--- src/scu_pkg.sv ---
// scu_pkg: shared constants and carrier types for the serial communication unit
package scu_pkg;

  // ---------------------------------------------------------------
  // register map (byte addresses, one aligned word each)
  // ---------------------------------------------------------------
  localparam logic [7:0] ADDR_MODE   = 8'h00; // mode: stop length, clock source, sync mode
  localparam logic [7:0] ADDR_BRR    = 8'h04; // bit rate divisor
  localparam logic [7:0] ADDR_TDATA  = 8'h08; // transmit holding register
  localparam logic [7:0] ADDR_RDATA  = 8'h0C; // receive holding register
  localparam logic [7:0] ADDR_STATUS = 8'h10; // serial status register
  localparam logic [7:0] ADDR_MASK   = 8'h14; // interrupt mask

  // ---------------------------------------------------------------
  // field positions and reset values
  // ---------------------------------------------------------------
  localparam int MODE_STOP_BIT  = 3;   // stop length select
  localparam int MODE_RSVD_BIT  = 2;   // reserved, reads zero
  localparam int MODE_SYNC_BIT  = 7;   // clocked synchronous mode
  localparam int MODE_PAR_EN    = 5;   // parity enable
  localparam int MODE_PAR_ODD   = 4;   // odd parity
  localparam logic [7:0] MODE_RESET = 8'h00;
  localparam logic [7:0] BRR_RESET  = 8'hFF;
  localparam logic [5:0] MASK_RESET = 6'h00;

  // status bits: tx empty, tx end, rx full, overrun, framing, parity
  localparam int ST_TXE = 0;
  localparam int ST_TEND = 1;
  localparam int ST_RXF = 2;
  localparam int ST_ORUN = 3;
  localparam int ST_FRM = 4;
  localparam int ST_PAR = 5;
  localparam int ST_W = 6;
  localparam logic [5:0] STATUS_RESET = 6'h03;

  // prescale divide counts for clock source codes 00..11
  localparam logic [5:0] PRE_DIV1  = 6'h00;
  localparam logic [5:0] PRE_DIV4  = 6'h03;
  localparam logic [5:0] PRE_DIV16 = 6'h0F;
  localparam logic [5:0] PRE_DIV64 = 6'h3F;

  // bit period is (divisor+1) prescaled ticks; rx samples once per bit tick
  localparam int DATA_BITS = 8;

  // ---------------------------------------------------------------
  // carrier types
  // ---------------------------------------------------------------
  typedef struct packed {
    logic       sync_mode;
    logic       two_stop;
    logic       par_en;
    logic       par_odd;
  } scu_frame_s;

  typedef struct packed {
    logic       done;      // character finished
    logic [7:0] data;
    logic       frame_err;
    logic       par_err;
  } scu_rx_s;

endpackage

--- src/scu_baud.sv ---
// scu_baud: prescaler and bit rate generator producing one tick per bit period
`timescale 1ns/100ps
module scu_baud
(
  input  wire logic       core_clk,
  input  wire logic       rst_n,
  input  wire logic [1:0] clock_source_select,
  input  wire logic [7:0] divisor,
  input  wire logic       restart,
  output logic            bit_tick
);

  typedef struct packed {
    logic [5:0] pre;
    logic [7:0] cnt;
    logic       tick;
  } scu_baud_s;

  scu_baud_s st_reg;
  scu_baud_s st_next;
  logic [5:0] pre_lim;

  // ---------------------------------------------------------------
  // prescale select and bit period count
  // ---------------------------------------------------------------
  always_comb
  begin
    case (clock_source_select) // divide by 1, 4, 16, 64
      2'h0:    pre_lim = scu_pkg::PRE_DIV1;
      2'h1:    pre_lim = scu_pkg::PRE_DIV4;
      2'h2:    pre_lim = scu_pkg::PRE_DIV16;
      default: pre_lim = scu_pkg::PRE_DIV64;
    endcase
    st_next = st_reg;
    st_next.tick = 1'b0;
    if (restart)
    begin
      // realign so a new frame gets a full first period
      st_next.pre = 6'h00;
      st_next.cnt = 8'h00;
    end
    else if (st_reg.pre >= pre_lim)
    begin
      st_next.pre = 6'h00;
      if (st_reg.cnt >= divisor) // one bit per generated period
      begin
        st_next.cnt = 8'h00;
        st_next.tick = 1'b1;
      end
      else
      begin
        st_next.cnt = st_reg.cnt + 8'h01;
      end
    end
    else
    begin
      st_next.pre = st_reg.pre + 6'h01;
    end
  end

  // state register
  always_ff @(posedge core_clk or negedge rst_n)
  begin
    if (!rst_n)
      st_reg <= '0;
    else
      st_reg <= st_next;
  end

  assign bit_tick = st_reg.tick;

endmodule // scu_baud

--- src/scu_rx.sv ---
// scu_rx: receive shifter sampling the line once per bit tick
`timescale 1ns/100ps
module scu_rx
(
  input  wire logic              core_clk,
  input  wire logic              rst_n,
  input  wire logic              bit_tick,
  input  wire logic              rxd,
  input  wire scu_pkg::scu_frame_s frame,
  output scu_pkg::scu_rx_s       rx_out
);

  typedef enum {RX_IDLE, RX_DATA, RX_PAR, RX_STOP} scu_rxst_e;

  typedef struct packed {
    scu_rxst_e        fsm;
    logic [7:0]       shreg;   // receive shift register
    logic [2:0]       idx;
    logic             par;
    scu_pkg::scu_rx_s out;
  } scu_rxstate_s;

  scu_rxstate_s st_reg;
  scu_rxstate_s st_next;

  // ---------------------------------------------------------------
  // receive sequence; sampling at bit ticks keeps this simple at the
  // cost of tolerance to rate mismatch
  // ---------------------------------------------------------------
  always_comb
  begin
    st_next = st_reg;
    st_next.out.done = 1'b0;
    if (bit_tick)
    begin
      case (st_reg.fsm)
        RX_IDLE:
        begin
          // a low second stop position lands here as the next start
          if (!rxd)
          begin
            st_next.fsm = RX_DATA;
            st_next.idx = 3'h0;
            st_next.par = frame.par_odd;
          end
        end
        RX_DATA:
        begin
          st_next.shreg = {rxd, st_reg.shreg[7:1]};
          st_next.par = st_reg.par ^ rxd;
          st_next.idx = st_reg.idx + 3'h1;
          if (st_reg.idx == 3'h7)
          begin
            if (frame.sync_mode)
            begin
              // no stop bits in clocked synchronous mode
              st_next.fsm = RX_IDLE;
              st_next.out.done = 1'b1;
              st_next.out.data = {rxd, st_reg.shreg[7:1]};
              st_next.out.frame_err = 1'b0;
              st_next.out.par_err = 1'b0;
            end
            else
            begin
              st_next.fsm = frame.par_en ? RX_PAR : RX_STOP;
            end
          end
        end
        RX_PAR:
        begin
          st_next.par = st_reg.par ^ rxd;
          st_next.fsm = RX_STOP;
        end
        RX_STOP:
        begin
          // only the first stop bit is checked
          st_next.fsm = RX_IDLE;
          st_next.out.done = 1'b1;
          st_next.out.data = st_reg.shreg;
          st_next.out.frame_err = !rxd;
          st_next.out.par_err = frame.par_en && st_reg.par;
        end
        default: st_next.fsm = RX_IDLE;
      endcase
    end
  end

  // state register
  always_ff @(posedge core_clk or negedge rst_n)
  begin
    if (!rst_n)
      st_reg <= '{fsm: RX_IDLE, default: '0};
    else
      st_reg <= st_next;
  end

  assign rx_out = st_reg.out;

endmodule // scu_rx

--- src/scu_top.sv ---
// scu_top: serial communication unit with AXI4-Lite registers, transmitter and error flagging
//
// What this block does
// set transmit empty on holding-to-shift move
// accept holding writes regardless of empty flag
// write while not empty overwrites pending character
// software checks empty flag before each write
// overrun: character discarded, holding register kept
// each error flag set independently together
// overrun cases: full and overrun flags high
// framing/parity only: character still transferred
// mode bit 3 selects one/two stops
// synchronous mode ignores stop length entirely
// receiver checks only the first stop
// low second stop starts next character
// transmit appends one or two high bits
// mode bit 2 reserved, reads zero
// clock source divides by 1/4/16/64
// divisor sets bit period, one bit each
`timescale 1ns/100ps
module scu_top
(
  input  wire logic        core_clk,
  input  wire logic        rstn,
  input  wire logic [7:0]  s_axi_awaddr,
  input  wire logic        s_axi_awvalid,
  output logic             s_axi_awready,
  input  wire logic [31:0] s_axi_wdata,
  input  wire logic [3:0]  s_axi_wstrb,
  input  wire logic        s_axi_wvalid,
  output logic             s_axi_wready,
  output logic [1:0]       s_axi_bresp,
  output logic             s_axi_bvalid,
  input  wire logic        s_axi_bready,
  input  wire logic [7:0]  s_axi_araddr,
  input  wire logic        s_axi_arvalid,
  output logic             s_axi_arready,
  output logic [31:0]      s_axi_rdata,
  output logic [1:0]       s_axi_rresp,
  output logic             s_axi_rvalid,
  input  wire logic        s_axi_rready,
  input  wire logic        rxd,
  output logic             txd,
  output logic             irq
);

  // ---------------------------------------------------------------
  // types
  // ---------------------------------------------------------------
  typedef enum {TX_IDLE, TX_START, TX_DATA, TX_PAR, TX_STOP1, TX_STOP2} scu_txst_e;

  typedef struct packed {
    // bus slave
    logic             aw_held;     // write address captured
    logic [7:0]       aw_addr;
    logic             w_held;      // write data captured
    logic [31:0]      w_data;
    logic [3:0]       w_strb;
    logic             bvalid;
    logic [1:0]       bresp;
    logic             rvalid;
    logic [31:0]      rdata;
    logic [1:0]       rresp;
    // registers
    logic [7:0]       mode;
    logic [7:0]       brr;
    logic [7:0]       tdata;       // transmit holding register
    logic [7:0]       rdata_hold;  // receive holding register
    logic [5:0]       status;      // serial status register
    logic [5:0]       mask;
    // transmitter
    scu_txst_e        tx_fsm;
    logic [7:0]       tx_shift;    // transmit shift register
    logic [2:0]       tx_idx;
    logic             tx_par;
    logic             txd;
  } scu_state_s;

  scu_state_s          st_reg;
  scu_state_s          st_next;
  logic [1:0]          rst_sync;   // reset release synchroniser
  logic                rst_n;      // synchronised reset
  logic                bit_tick;
  scu_pkg::scu_frame_s frame;
  scu_pkg::scu_rx_s    rx_out;
  logic                wr_go;      // both write halves present
  logic                rd_go;
  logic                restart;

  // ---------------------------------------------------------------
  // reset release: asserts at once, releases after two edges
  // ---------------------------------------------------------------
  always_ff @(posedge core_clk or negedge rstn)
  begin
    if (!rstn)
      rst_sync <= 2'h0;
    else
      rst_sync <= {rst_sync[0], 1'b1};
  end
  assign rst_n = rst_sync[1];

  // frame format seen by the shifters
  assign frame.sync_mode = st_reg.mode[scu_pkg::MODE_SYNC_BIT];
  assign frame.two_stop  = st_reg.mode[scu_pkg::MODE_STOP_BIT];
  assign frame.par_en    = st_reg.mode[scu_pkg::MODE_PAR_EN];
  assign frame.par_odd   = st_reg.mode[scu_pkg::MODE_PAR_ODD];

  // realign the bit clock on a rate or mode write; ticks otherwise run free
  assign restart = wr_go && (st_reg.aw_addr == scu_pkg::ADDR_MODE || st_reg.aw_addr == scu_pkg::ADDR_BRR);

  // ---------------------------------------------------------------
  // baud generator and receiver
  // ---------------------------------------------------------------
  scu_baud u_baud
  (
    .core_clk            (core_clk),
    .rst_n               (rst_n),
    .clock_source_select (st_reg.mode[1:0]),
    .divisor             (st_reg.brr),
    .restart             (restart),
    .bit_tick            (bit_tick)
  );

  scu_rx u_rx
  (
    .core_clk (core_clk),
    .rst_n    (rst_n),
    .bit_tick (bit_tick),
    .rxd      (rxd),
    .frame    (frame),
    .rx_out   (rx_out)
  );

  assign wr_go = st_reg.aw_held && st_reg.w_held && !st_reg.bvalid;
  assign rd_go = s_axi_arvalid && !st_reg.rvalid;

  // ---------------------------------------------------------------
  // next state: bus, registers, flags, transmitter
  // ---------------------------------------------------------------
  always_comb
  begin
    logic [5:0] set_bits;
    logic [5:0] clr_bits;
    logic       load_tx;
    set_bits = 6'h00;
    clr_bits = 6'h00;
    load_tx  = 1'b0;
    st_next  = st_reg;

    // write address and data channels, taken in either order
    if (s_axi_awvalid && !st_reg.aw_held)
    begin
      st_next.aw_held = 1'b1;
      st_next.aw_addr = s_axi_awaddr;
    end
    if (s_axi_wvalid && !st_reg.w_held)
    begin
      st_next.w_held = 1'b1;
      st_next.w_data = s_axi_wdata;
      st_next.w_strb = s_axi_wstrb;
    end
    if (st_reg.bvalid && s_axi_bready)
      st_next.bvalid = 1'b0;
    if (st_reg.rvalid && s_axi_rready)
      st_next.rvalid = 1'b0;

    // register write, low byte lane carries every field
    if (wr_go)
    begin
      st_next.aw_held = 1'b0;
      st_next.w_held  = 1'b0;
      st_next.bvalid  = 1'b1;
      st_next.bresp   = 2'h0;
      if (st_reg.w_strb[0])
      begin
        case (st_reg.aw_addr)
          scu_pkg::ADDR_MODE:
          begin
            st_next.mode = st_reg.w_data[7:0];
            st_next.mode[scu_pkg::MODE_RSVD_BIT] = 1'b0;
            st_next.mode[6] = 1'b0;
          end
          scu_pkg::ADDR_BRR:    st_next.brr = st_reg.w_data[7:0];
          scu_pkg::ADDR_TDATA:
          begin
            // accepted whatever the empty flag; a pending byte is lost
            st_next.tdata = st_reg.w_data[7:0];
            clr_bits[scu_pkg::ST_TXE]  = 1'b1;
            clr_bits[scu_pkg::ST_TEND] = 1'b1;
          end
          scu_pkg::ADDR_STATUS: clr_bits = st_reg.w_data[5:0];
          scu_pkg::ADDR_MASK:   st_next.mask = st_reg.w_data[5:0];
          scu_pkg::ADDR_RDATA:  st_next.bresp = 2'h0;
          default:              st_next.bresp = 2'h2;
        endcase
      end
      else if (st_reg.aw_addr > scu_pkg::ADDR_MASK || st_reg.aw_addr[1:0] != 2'h0)
      begin
        st_next.bresp = 2'h2;
      end
    end

    // register read
    if (rd_go)
    begin
      st_next.rvalid = 1'b1;
      st_next.rresp  = 2'h0;
      st_next.rdata  = 32'h0000_0000;
      case (s_axi_araddr)
        scu_pkg::ADDR_MODE:   st_next.rdata[7:0] = st_reg.mode;
        scu_pkg::ADDR_BRR:    st_next.rdata[7:0] = st_reg.brr;
        scu_pkg::ADDR_TDATA:  st_next.rdata[7:0] = st_reg.tdata;
        scu_pkg::ADDR_RDATA:  st_next.rdata[7:0] = st_reg.rdata_hold;
        scu_pkg::ADDR_STATUS: st_next.rdata[5:0] = st_reg.status;
        scu_pkg::ADDR_MASK:   st_next.rdata[5:0] = st_reg.mask;
        default:              st_next.rresp = 2'h2;
      endcase
    end

    // received character: errors flagged together, overrun blocks transfer
    if (rx_out.done)
    begin
      set_bits[scu_pkg::ST_FRM] = rx_out.frame_err;
      set_bits[scu_pkg::ST_PAR] = rx_out.par_err;
      if (st_reg.status[scu_pkg::ST_RXF])
      begin
        // full stays 1, new character dropped
        set_bits[scu_pkg::ST_ORUN] = 1'b1;
      end
      else if (rx_out.frame_err || rx_out.par_err)
      begin
        // transferred but full not raised on error
        st_next.rdata_hold = rx_out.data;
      end
      else
      begin
        st_next.rdata_hold = rx_out.data;
        set_bits[scu_pkg::ST_RXF] = 1'b1;
      end
    end

    // transmitter sequence, one step per bit tick
    if (bit_tick)
    begin
      case (st_reg.tx_fsm)
        TX_IDLE:
        begin
          st_next.txd = 1'b1;
        end
        TX_START:
        begin
          st_next.txd = st_reg.tx_shift[0];
          st_next.tx_par = st_reg.tx_par ^ st_reg.tx_shift[0];
          st_next.tx_shift = {1'b1, st_reg.tx_shift[7:1]};
          st_next.tx_idx = 3'h1;
          st_next.tx_fsm = TX_DATA;
        end
        TX_DATA:
        begin
          if (st_reg.tx_idx == 3'h0)
          begin
            if (frame.sync_mode)
            begin
              // synchronous: no stop bits, ignore stop length
              st_next.txd = 1'b1;
              st_next.tx_fsm = TX_IDLE;
              set_bits[scu_pkg::ST_TEND] = st_reg.status[scu_pkg::ST_TXE];
            end
            else if (frame.par_en)
            begin
              st_next.txd = st_reg.tx_par;
              st_next.tx_fsm = TX_PAR;
            end
            else
            begin
              st_next.txd = 1'b1;
              st_next.tx_fsm = TX_STOP1;
            end
          end
          else
          begin
            st_next.txd = st_reg.tx_shift[0];
            st_next.tx_par = st_reg.tx_par ^ st_reg.tx_shift[0];
            st_next.tx_shift = {1'b1, st_reg.tx_shift[7:1]};
            st_next.tx_idx = st_reg.tx_idx + 3'h1;
          end
        end
        TX_PAR:
        begin
          st_next.txd = 1'b1;
          st_next.tx_fsm = TX_STOP1;
        end
        TX_STOP1:
        begin
          // one high bit, or a second one when two stops selected
          st_next.txd = 1'b1;
          if (frame.two_stop)
            st_next.tx_fsm = TX_STOP2;
          else
          begin
            st_next.tx_fsm = TX_IDLE;
            set_bits[scu_pkg::ST_TEND] = st_reg.status[scu_pkg::ST_TXE];
          end
        end
        TX_STOP2:
        begin
          st_next.txd = 1'b1;
          st_next.tx_fsm = TX_IDLE;
          set_bits[scu_pkg::ST_TEND] = st_reg.status[scu_pkg::ST_TXE];
        end
        default: st_next.tx_fsm = TX_IDLE;
      endcase
      // next character starts on the tick that ends the last stop bit
      if (st_next.tx_fsm == TX_IDLE && !st_reg.status[scu_pkg::ST_TXE])
        load_tx = 1'b1;
    end

    // move holding to shift, start bit goes out, empty flag set
    if (load_tx)
    begin
      st_next.tx_shift = st_reg.tdata;
      st_next.tx_par   = frame.par_odd;
      st_next.txd      = 1'b0;
      st_next.tx_fsm   = TX_START;
      set_bits[scu_pkg::ST_TXE] = 1'b1;
    end

    // hardware set beats a same-cycle software clear
    st_next.status = (st_reg.status & ~clr_bits) | set_bits;
  end

  // ---------------------------------------------------------------
  // state register
  // ---------------------------------------------------------------
  always_ff @(posedge core_clk or negedge rst_n)
  begin
    if (!rst_n)
    begin
      st_reg        <= '{tx_fsm: TX_IDLE, default: '0};
      st_reg.mode   <= scu_pkg::MODE_RESET;
      st_reg.brr    <= scu_pkg::BRR_RESET;
      st_reg.status <= scu_pkg::STATUS_RESET;
      st_reg.mask   <= scu_pkg::MASK_RESET;
      st_reg.txd    <= 1'b1;
    end
    else
    begin
      st_reg <= st_next;
    end
  end

  // ---------------------------------------------------------------
  // outputs
  // ---------------------------------------------------------------
  assign s_axi_awready = !st_reg.aw_held;
  assign s_axi_wready  = !st_reg.w_held;
  assign s_axi_bvalid  = st_reg.bvalid;
  assign s_axi_bresp   = st_reg.bresp;
  assign s_axi_arready = !st_reg.rvalid;
  assign s_axi_rvalid  = st_reg.rvalid;
  assign s_axi_rdata   = st_reg.rdata;
  assign s_axi_rresp   = st_reg.rresp;
  assign txd           = st_reg.txd;
  assign irq           = |(st_reg.status & st_reg.mask);

endmodule // scu_top

--- config.mk ---
export PLATFORM = sky130hd
export DESIGN_NAME = scu_top
export DESIGN_NICKNAME = d
export VERILOG_FILES = /design/src/scu_pkg.sv /design/src/scu_baud.sv /design/src/scu_rx.sv /design/src/scu_top.sv
export SDC_FILE = /design/constraint.sdc
export NUM_CORES = 1
export LEC_CHECK = 0
export ABC_AREA = 1
export BUFFER_PORTS_ARGS = -buffer_cell sky130_fd_sc_hd__buf_2
export CORE_ASPECT_RATIO = 0.75
export CORE_MARGIN = 2
export CORE_UTILIZATION = 40
export DETAILED_ROUTE_END_ITERATION = 12
export PLACE_DENSITY = 0.64
export SYNTH_ARGS = -nofsm -noshare
export SYNTH_HDL_FRONTEND = slang
export SYNTH_HIERARCHICAL = 1
export SYNTH_SLANG_ARGS = --single-unit
--- constraint.sdc ---
create_clock -name core_clk -period 11.7 [get_ports core_clk]
set_input_delay 0.585 -clock core_clk [delete_from_list [all_inputs] [get_ports core_clk]]
set_output_delay 0.585 -clock core_clk [all_outputs]
set_load 0.01 [all_outputs]
**After elaboration in Yosys (flattened, before gate mapping)**

Index checks and enable logic that the tools add are counted.

- Add/subtract/negate cells: 4
- $lt $le $gt $ge: 3
- Eq/ne operators: 26
- Multiplexer cells: 64
- Bitwise gates (word level): 7
- Reductions and logical operators: 57

Operator list:

| kind | number |
|---|---|
| $mux 32 | 5 |
| $pmux 32 s5 | 1 |
| $eq 32x2->1 const B | 4 |
| $logic_not 32->1 | 3 |
| $pmux 32 s3 | 1 |
| $eq 32x1->1 const B | 2 |
| $eq 32x3->1 const B | 2 |
| $mux 45 | 1 |
| $mux 40 | 1 |
| $mux 37 | 1 |
| $pmux 6 s6 | 1 |
| $mux 35 | 1 |
| $mux 11 | 3 |
| $eq 8x4->1 const B | 4 |
| $eq 8x5->1 const B | 4 |
| $reduce_and 3->1 | 9 |
| $pmux 12 s2 | 1 |
| $pmux 11 s2 | 1 |
| $reduce_bool 2->1 | 11 |
| $mux 1 | 20 |
| $mux 6 | 3 |
| $mux 9 | 2 |
| $pmux 6 s3 | 1 |
| $reduce_or 6->1 | 3 |
| other kinds (41) | 76 |

- Flip-flop bits (word level): 219
- Bits of input ports: 60
- Output and inout bits: 43
- Word-level logic and storage cells: 194

**Depth between registers and ports, before layout**

Gate-level depths: netlist (run 1).

- Depth after elaboration: 11
- Mapped depth: 14
- Mapped depth without buffers: 14

**Modules after synthesis**

Netlist (run 1), hierarchy kept.

Modules (own cells, without submodules):

| module | instances | cells each | area an instance (sq um) |
|---|---|---|---|
| scu_top | 1 | 662 | 5730.5 |
| scu_rx | 1 | 186 | 1442.6 |
| scu_baud | 1 | 150 | 1159.9 |

**Worst setup path before layout (run 1)**

OpenSTA, ideal clock, no wires.

- Path type: register to register
- From: register st_reg[2] (netlist name)
- To: register st_reg[11] (netlist name)
- Library setup time: 0.125 ns
- Arrival: 1.594 ns
- Data required time: 11.575 ns
- Setup slack: 9.981 ns
- Cell stages (with the launch flop): 14
- Path buffers: 1
- Cells stage by stage: dfrtp_1 > inv_1 > ha_1 > nand2_2 > inv_2 > nand3_1 > o21ai_1 > nand3_1 > nand3_2 > nor2_4 > nand3_4 > buf_6 > nand3_1 > nand3_1

- Word-level cells in the longest chain between the ends: 10

Ends and longest elaborated chain:

| element | line | text |
|---|---|---|
| start, declared | scu_top.sv:79 | `scu_state_s st_reg;` |
| start signal, assigned | scu_top.sv:348 | `st_reg <= st_next;` |
| $logic_not 3->1 (*) | scu_top.sv:260 | `if (st_reg.tx_idx == 3'h0)` |
| $mux 32 | scu_top.sv:260 |  |
| $pmux 32 s5 | scu_top.sv:245 | `case (st_reg.tx_fsm)` |
| $mux 32 | scu_top.sv:243 | `if (bit_tick)` |
| $logic_not 32->1 | scu_top.sv:314 | `if (st_next.tx_fsm == TX_IDLE && !st_reg.status[scu_pkg::ST_TXE])` |
| $logic_and 1x1->1 | scu_top.sv:314 |  |
| $mux 1 | scu_top.sv:314 |  |
| $mux 1 | scu_top.sv:243 |  |
| $ne 3x3->1 (no source line), or another cell as far along | n/a |  |
| $reduce_and 3->1 (no source line) | n/a |  |

Every way passes the cells marked *; elsewhere a longest branch is shown, timed or not. The select of a mux whose other input is x is not followed.
A chain may end at the register's enable or synchronous reset.

**Final worst setup path (run 1)**

- From: register st_reg[53] (netlist name)
- To: output irq

- Word-level cells in the longest chain between the ends: 2

Ends and longest elaborated chain:

| element | line | text |
|---|---|---|
| $and 6x6->6 | scu_top.sv:364 | `assign irq = \|(st_reg.status & st_reg.mask);` |
| $reduce_or 6->1 | scu_top.sv:364 |  |
| end, declared | scu_top.sv:44 | `output logic irq` |

Every way passes these cells.

==> flow_summary.ini, run 1 <==
[drt]
wl_per_cell_um = 13.4
wl_mm = 17.7
antenna_left = 0
drtIter0Drc = 558
dr_total_vias = 6373
drc_errors = 0
vias_per_cell = 4.82
dr.pass1.iters = 5

[pwr]
p_comb_frac = 0.294
switching_power_mw = 0.687
clockPowerShare = 0.297
p_leak_nw = 4.67
p_int_mw = 1.21
peakVddDrop_uv = 118
sw_frac_of_total = 0.362
sequentialPowerShare = 0.409
power_density_nw_per_um2 = 207

[worst_setup_path]
required_ns = 11.12
max_stage_delay_ns = 0.41
r2r-start = frame[3]
cp-end-kind = output port
critPathArrivalTime_ns = 1.65
crit_chain = a22o_1 -> a221oi_1 -> o211ai_1 -> buf_2
r2r_slack_ns = 9.60
reg2reg_to = st_reg[12]
endpoint = irq
crit_type = flop to output port
crit_start = st_reg[53]
cp-start-kind = flop
critPathSlowestCell = dfrtp_1
critPathMaxFanout = 4
reg2reg_depth = 11

[sta]
fmax_mhz = 448
tightest_slew_ns = 0.722
clock_skew_ns = 0.00562
setup-tns-final_ns = 0
fin_crit_sh = 0.191
min_period_ns = 2.23
rsz0062_at_grt = no
setup_viol = 0
drv_slew = 0
hold_viol_final = 0
relSlewSlack = 0.519

[cts]
cts.path.max_buffers = 2
tritoncts = yes
cts_setup_buffers = 0
cts.repair.resized = 0
clock-sinks = 160
clk_pin_slew_ns = 0.06
ctsRootBufferMaster = clkbuf_16
clock_latency_ns = 0.43
cts_made_buffers = 17
htreeDepth = 4

[layout]
layout-drive-gt1-share = 0.164
largest_register_ffs = 101
final_common_cell = nand2_1
fillers = 1961
nets = 1111
mostFrequentLayoutCells = 258 x nand2_1, 148 x dfrtp_1, 115 x inv_1
syn_to_final_growth_pct = 10.1
postLayoutCoreUtil = 0.452
antenna_cells = 0

[floorplanning]
fp-row-count = 45
fp.dieH_um = 129
core_area_sq_um = 20300
io-pin-count = 103
die-area_sq_um = 22000
die_w_um = 171
start_util = 0.410

[logic_synthesis]
syn_inst = 998
yosys_warnings = 6
synthFlopType = dfrtp_1
synth-seq-cells = 160
synth_top_area_cell = dfrtp_1
syn_area_sq_um = 8330
synth_edf_count = 0
synth_area_per_cell_sq_um = 8.35
synth_cell_types = 48
ys_async_sr_fraction = 1.00
post-synth-top-area-fraction = 0.447
synthTopCellsByArea = dfrtp_1 45%, nand2_1 12%, inv_1 5.2%
ys_seq_area_frac = 0.482

[global_route]
use_met3 = 0.0486
antenna_found_initial = 0
grt_pass1_vias = 5906
grt_first_pass_wirelength_mm = 30.1
overflow = 0
grt_use_met2 = 0.222
grt_max_degree = 58
grtUsageTotal = 0.174
gr-usage-met1 = 0.281
grt_busiest_layer = met1

[min_path]
hold_class = input pin to flop

[placed_design]
io_buffers = 49
dpl.hpwl_mm = 12.7
gp_congestion = 0.855

[flow_run]
maxCapViolCount = 0

[status]
status = completed
power groups by stage:
stage                     Clock, mW  Combinational [mW]  Sequential (mW)
after floorplan                   0               0.465            0.762
after global placement            0               0.541            0.782
after detailed placement          0               0.554            0.784
after CTS                     0.579               0.558            0.775
after global routing          0.602               0.636            0.793
final                         0.564               0.558            0.776
critical path, delay by kind of cell, from the launching register on:
family          cells  cell delay (ns)
flops               1             0.41
buf+inv             1             0.17
compound gates      3             0.63
through the flow:
step / setup WS [ns] / instance area, sq um / instances / total power, mW / hold slack, ns
finish: 9.47 / 9180 / 1322 / 1.90 / 0.326
global route: 9.35 / 9180 / 1322 / 2.03 / 0.316
CTS: 9.43 / 9180 / 1322 / 1.91 / 0.304
detailed placement: 9.64 / 8580 / 1290 / 1.34 / 0.346
global placement: 9.65 / 8580 / 1290 / 1.32 / 0.334
floorplan: 6.93 / 8430 / 1023 / 1.23 / 0.289
timing repair:
item / 4_1_cts / 5_1_grt
hold buffers: 1 / 0
setup endpoints to repair: 0 / 0
hold endpoints to repair: 2 / 0
metal layers:
metal	wire (um)	vias to the layer above	part of all wire
met5	0	-	0
li1	-	3159	-
met2	6620	227	0.37
met1	9430	2973	0.53
met4	173	0	0.0098
met3	1430	14	0.081
worst min-delay path by stage:
stage,to,slack (ns),start,cells after the start
after CTS,s_axi_bvalid,0.30,s_axi_bready,2
final,s_axi_bvalid,0.33,s_axi_bready,2
after global routing,s_axi_bvalid,0.32,s_axi_bready,2
after floorplan,rst_sync[0],0.29,rstn,0
after global placement,rst_sync[1],0.33,rst_sync[0],0
after detailed placement,rst_sync[1],0.35,rst_sync[0],0
cell usage after synthesis, types with 2 or more instances:
library cell,count
inv_2,17
clkbuf_1,10
nand3b_1,2
buf_4,50
nand2_2,10
nand2_4,4
o21ai_1,3
ha_1,23
o22ai_1,4
nor2_1,96
a41oi_1,4
buf_2,2
xor2_1,6
a221oi_1,3
nor2_4,5
nor4_1,2
nand4_2,2
o211ai_1,2
nand3_1,60
a21oi_4,2
nand4_1,13
mux2_2,12
conb_1,2
buf_6,4
o21ai_2,6
dfstp_2,11
o31ai_1,3
nor2_8,3
nor2_2,7
a21oi_2,2
nand3_2,5
o21ai_0,54
nand2_1,258
dfrtp_1,149
a21oi_1,28
inv_1,115
nor3_1,8
final cells by class:
| type | instances | area, sq um | share of cell area |
|---|---|---|---|
| multi-input combinational | 663 | 3440 | 0.374 |
| sequential | 160 | 4020 | 0.438 |
| inverter | 133 | 502 | 0.0547 |
| clock buffer | 21 | 450 | 0.0491 |
| timing repair buffer | 53 | 278 | 0.0303 |
| clock inverter | 10 | 138 | 0.0150 |
| tap | 282 | 353 | 0.0384 |
cells by family after synthesis:
group,count (synthesis),share of synthesized area
compound gates,115,0.0818
xor+xnor,7,0.00736
fa+ha+maj,23,0.0345
buf+inv,200,0.117
flops,160,0.482
mux,12,0.0162
other cells,2,0.000901
simple gates,479,0.260
(Power assumes the default switching activity.)
==> inputs of run 2 (changes only) <==
ABC_AREA = 0   (was 1)
clock period = 2.3 ns   (was 11.7 ns; I/O delays follow)
==> flow_summary.ini, run 2 <==
[logic_synthesis]
syn_inst = 691
synthFlopType = dfrtp_1
synth_commonest_cells = 149 x dfrtp_1, 75 x mux2_2, 48 x buf_4
synth_edf_count = 0
post-synth-top-area-fraction = 0.474
synth.most_common_cell = dfrtp_1
synthTopCellsByArea = dfrtp_1 47%, mux2_2 11%, buf_4 4.6%
ys_async_sr_fraction = 1.00
synth_top_area_cell = dfrtp_1
yosys_warnings = 6
synth-seq-cells = 160
syn_area_sq_um = 7870
synth_cell_types = 71
ys_seq_area_frac = 0.511
synth_area_per_cell_sq_um = 11.4

[placed_design]
gp_congestion = 0.840
placed_area_sq_um = 8290
io_buffers = 49
dpl.hpwl_mm = 11.5
dp.cells = 975

[sta]
fin_crit_sh = 0.989
drv_slew = 0
clock_skew_ns = 0.0110
min_period_ns = 2.27
hold_viol_final = 0
setup-tns-final_ns = 0
whs_ns = 0.0484
fmax_mhz = 440
rsz0062_at_grt = yes
tightest_slew_ns = 0.717
relSlewSlack = 0.522
setup_viol = 0

[drt]
dr_total_vias = 5253
wl_mm = 16.3
dr.pass1.iters = 4
wl_per_cell_um = 15.8
antenna_left = 0
drtIter0Drc = 349
vias_per_cell = 5.08
drc_errors = 0

[floorplanning]
fp.dieH_um = 125
die_w_um = 166
start_util = 0.407
die-area_sq_um = 20800
fp-row-count = 44
core_area_sq_um = 19300
io-pin-count = 103

[layout]
layout-drive-gt1-share = 0.290
regArea_sq_um = 4020
post-route-cell-area_sq_um = 9210
final_common_cell = dfrtp_1
antenna_cells = 0
multi_input_area_sq_um = 3380
nets = 852
fillers = 1748
syn_to_final_growth_pct = 17.0
mostFrequentLayoutCells = 148 x dfrtp_1, 75 x mux2_2, 49 x buf_2
stdcell_count = 1035
largest_register_ffs = 101

[cts]
clock_latency_ns = 0.43
cts.path.max_buffers = 2
htreeDepth = 4
clk_pin_slew_ns = 0.07
cts_made_buffers = 17
ctsRootBufferMaster = clkbuf_16
tritoncts = yes
clock-sinks = 160

[flow_run]
maxCapViolCount = 0

[worst_setup_path]
critPathArrivalTime_ns = 2.59
crit_start = st_reg[16]
cp-start-kind = flop
critPathMaxFanout = 7
crit_type = flop to flop
cp-end-kind = flop
reg2reg_depth = 6
r2r-start = st_reg[16]
required_ns = 2.61

[min_path]
hold_class = input pin to flop
hold_start = rxd
holdPathStages = 2

[pwr]
clockPowerShare = 0.295
switching_power_mw = 3.36
p_comb_frac = 0.296
p_int_mw = 6.82
peakVddDrop_uv = 624
power_density_nw_per_um2 = 1110
sw_frac_of_total = 0.330
p_leak_nw = 4.26
sequentialPowerShare = 0.409

[global_route]
grt_first_pass_wirelength_mm = 27.4
grt_pass1_vias = 5134
grtUsageTotal = 0.164
overflow = 0
grt_max_degree = 101
antenna_found_initial = 0

[status]
status = completed
run 2: cell count changes in the layout (fill, tap and decap cells not counted), sizes merged, moves of 30 or more:
| cell | previous run | this run |
|---|---|---|
| nand2 | 272 | 41 |
| inv | 133 | 37 |
| nor2 | 111 | 33 |
| mux2 | 12 | 75 |
| nand3 | 66 | 10 |
| nor2b | 0 | 46 |
| o21ai | 63 | 21 |
| buf | 52 | 82 |
run 2: power groups by stage:
stage,logic (mW),registers [mW],clock network (mW)
after floorplan,2.29,3.97,0
after global placement,2.80,4.20,0
after detailed placement,2.87,4.21,0
after CTS,2.93,4.17,3.08
after global routing,3.32,4.27,3.20
final,3.01,4.17,3.00
run 2: final cells by class:
class	count	area share
multi-input cells	456	0.367
clock inverters	14	0.0212
repair buffers	105	0.0817
flip-flops and latches	160	0.437
clock buffers	18	0.0466
well taps	253	0.0344
inverters	29	0.0118
run 2: metal layers:
metal  share of wire  wire, um  track usage  up-vias
li1                -         -            -     2540
met4          0.0079       129       0.0368        0
met3           0.046       746       0.0399        9
met1            0.54      8800        0.264     2609
met5               0         0            0        -
met2            0.41      6630        0.219       95
run 2: kinds of logic (layout without fill, tap and decap cells):
| group | after synthesis | in the layout | share of synthesized area |
|---|---|---|---|
| AND/OR/NAND/NOR | 189 | 189 | 0.134 |
| flip-flops | 160 | 160 | 0.511 |
| AO/OA/AOI/OAI | 127 | 127 | 0.117 |
| buffers and inverters | 100 | 166 | 0.0732 |
| multiplexers | 84 | 84 | 0.120 |
| adder cells (fa/ha/maj) | 23 | 23 | 0.0366 |
| XOR/XNOR | 6 | 6 | 0.00668 |
| other | 2 | 27 | 0.000955 |
run 2: metrics by stage:
stage / utilization / setup slack [ns] / total power, mW
after floorplan: - / 0.0972 / 6.27
after global placement: 0.429 / 0.0887 / 7.00
after detailed placement: 0.429 / 0.0270 / 7.08
after CTS: 0.474 / 0.0130 / 10.2
after global routing: 0.476 / -0.0658 / 10.8
final: 0.476 / 0.0263 / 10.2
run 2: worst paths after layout:
check	endpoint	slack (ns)
max	st_reg[9]	0.03
min	u_rx/st_reg[22]	0.05
max reg2reg	st_reg[9]	0.03
min reg2reg	rst_sync[1]	0.36
max in group asynchronous	s_axi_rdata[1]	1.31
min in group asynchronous	st_reg[22]	0.38
run 2: worst max-delay path, stage by stage, from the launching register on:
cell and delay (ns):
dfrtp_1 0.37, or4_4 0.58, nor4b_4 0.30, or3b_4 0.43, nor2_4 0.15, nor2_2 0.10, a21o_2 0.23
run 2: timing repair:
action,CTS,global route
hold buffers,23,0
endpoints found under the setup margin,1,38
pin swaps,0,8
endpoints found under the hold margin,23,0
gates resized for setup,1,4
buffers inserted,0,5
==> inputs of run 3 (changes only) <==
PLACE_DENSITY = not set   (was 0.64)
RECOVER_POWER = 100   (was not set)
==> flow_summary.ini, run 3 (synthesis results as in run 2) <==
[drt]
dr_wl_met3_um = 796
vias_per_cell = 5.23
wl_per_cell_um = 15.9
dr.pass1.iters = 5
wl_met1_mm = 8.11
drc_errors = 0
routed.top_layer = met5
drtIter0Drc = 400
dr_total_vias = 5368
wl_mm = 16.4
wl_met2_mm = 7.25
antenna_left = 0

[cts]
cts_made_buffers = 17
clock-sinks = 160
tritoncts = yes
htreeDepth = 4
clk_pin_slew_ns = 0.07
cts.path.max_buffers = 2
clock_latency_ns = 0.43
ctsRootBufferMaster = clkbuf_16

[worst_setup_path]
reg2reg_to = st_reg[9]
crit_start = st_reg[18]
r2r-start = st_reg[18]
crit_type = flop to flop
r2r_slack_ns = 0.03
endpoint = st_reg[9]
critPathMaxFanout = 7
critPathArrivalTime_ns = 2.59
cp-start-kind = flop
cp-end-kind = flop
reg2reg_depth = 6
required_ns = 2.62

[layout]
nets = 844
syn_to_final_growth_pct = 15.8
post-route-cell-area_sq_um = 9110
mostFrequentLayoutCells = 149 x dfrtp_1, 74 x mux2_2, 45 x nor2b_1
postLayoutCoreUtil = 0.471
antenna_cells = 0
layout-drive-gt1-share = 0.254
largest_register_ffs = 101
final_common_cell = dfrtp_1

[global_route]
grt_first_pass_wirelength_mm = 27.3
grtUsageTotal = 0.164
grt_max_degree = 43
overflow = 0
grt_pass1_vias = 5270
antenna_found_initial = 1

[flow_run]
maxCapViolCount = 1

[pwr]
p_comb_frac = 0.290
power_density_nw_per_um2 = 1090
p_total_mw = 9.92
sequentialPowerShare = 0.423
clockPowerShare = 0.287
peakVddDrop_uv = 524
p_int_mw = 6.64
sw_frac_of_total = 0.331
switching_power_mw = 3.28
p_leak_nw = 4.13

[sta]
relSlewSlack = -0.132
drv_slew = 41
tightest_slew_ns = 1.70
hold_viol_final = 0
clock_skew_ns = 0.0107
rsz0062_at_grt = yes
fmax_mhz = 440
setup-tns-final_ns = 0
setup_viol = 0
min_period_ns = 2.27
fin_crit_sh = 0.987

[floorplanning]
core_area_sq_um = 19300
fp.dieH_um = 125
die-area_sq_um = 20800
io-pin-count = 103
die_w_um = 166
fp-row-count = 44
start_util = 0.407

[min_path]
hold_class = input pin to flop

[status]
status = finished with violations
violations = capacitance limit, slew limit

[placed_design]
placed_area_sq_um = 8280
gp_congestion = 0.871
dpl.hpwl_mm = 11.8
io_buffers = 49
[run 3: cell count changes in the layout (fill, tap and decap cells not counted), sizes merged]
| cell | change |
|---|---|
| buf | -29 |
| clkbuf | +23 |
| inv | -6 |
| clkinvlp | +4 |
| bufinv | -1 |
[run 3: final cells by class]
type | instances | area (sq um)
fillers | 1682 | 10200
flip-flops and latches | 160 | 4020
multi-input cells | 456 | 3380
repair buffers | 97 | 687
clock buffers | 20 | 467
well taps | 253 | 317
clock inverters | 11 | 130
inverters | 29 | 109
[run 3: metrics by stage]
| stage | hold slack [ns] | std cells | worst slack [ns] |
|---|---|---|---|
| detailed placement | -0.0963 | 970 | -0.0403 |
| floorplan | -0.181 | 716 | 0.0972 |
| finish | 0.0612 | 1026 | 0.0294 |
| global placement | -0.0986 | 970 | 0.0734 |
| global route | 0.0505 | 1026 | -0.0435 |
| CTS | 0.0387 | 1024 | 0.00586 |
[run 3: worst min path at each step]
stage,startpoint,to,depth (start not counted)
floorplan,rstn,rst_sync[0],0
global placement,rstn,rst_sync[0],1
detailed placement,rstn,rst_sync[0],1
CTS,rxd,u_rx/st_reg[22],2
global route,rxd,u_rx/st_reg[22],2
finish,rxd,u_rx/st_reg[22],2
[run 3: power by group through the flow]
stage	clock, mW	combinational, mW	sequential (mW)
detailed placement	0	2.77	4.23
global route	3.04	3.20	4.31
floorplan	0	2.29	3.97
CTS	2.91	2.83	4.19
global placement	0	2.64	4.19
finish	2.85	2.88	4.20
[run 3: critical path: stages (launching register included)]
cell	delay (ns)
dfrtp_1	0.37
or4_4	0.57
nor4b_4	0.27
or3b_4	0.43
nor2_4	0.19
nor2_2	0.10
a21o_2	0.21
[run 3: repair_timing]
item | 4_1_cts | 5_1_grt
cloned | 0 | 0
endpoints found under the hold margin | 23 | 0
hold buffers | 23 | 0
setup buffers | 0 | 2
gates resized for setup | 1 | 8
endpoints found under the setup margin | 6 | 44
pin swaps | 0 | 5
[run 3: per-layer routing]
metal  vias up  track usage
met3        17       0.0424
li1       2534            -
met1      2678        0.234
met4         2       0.0491
met5         -            0
met2       137        0.247
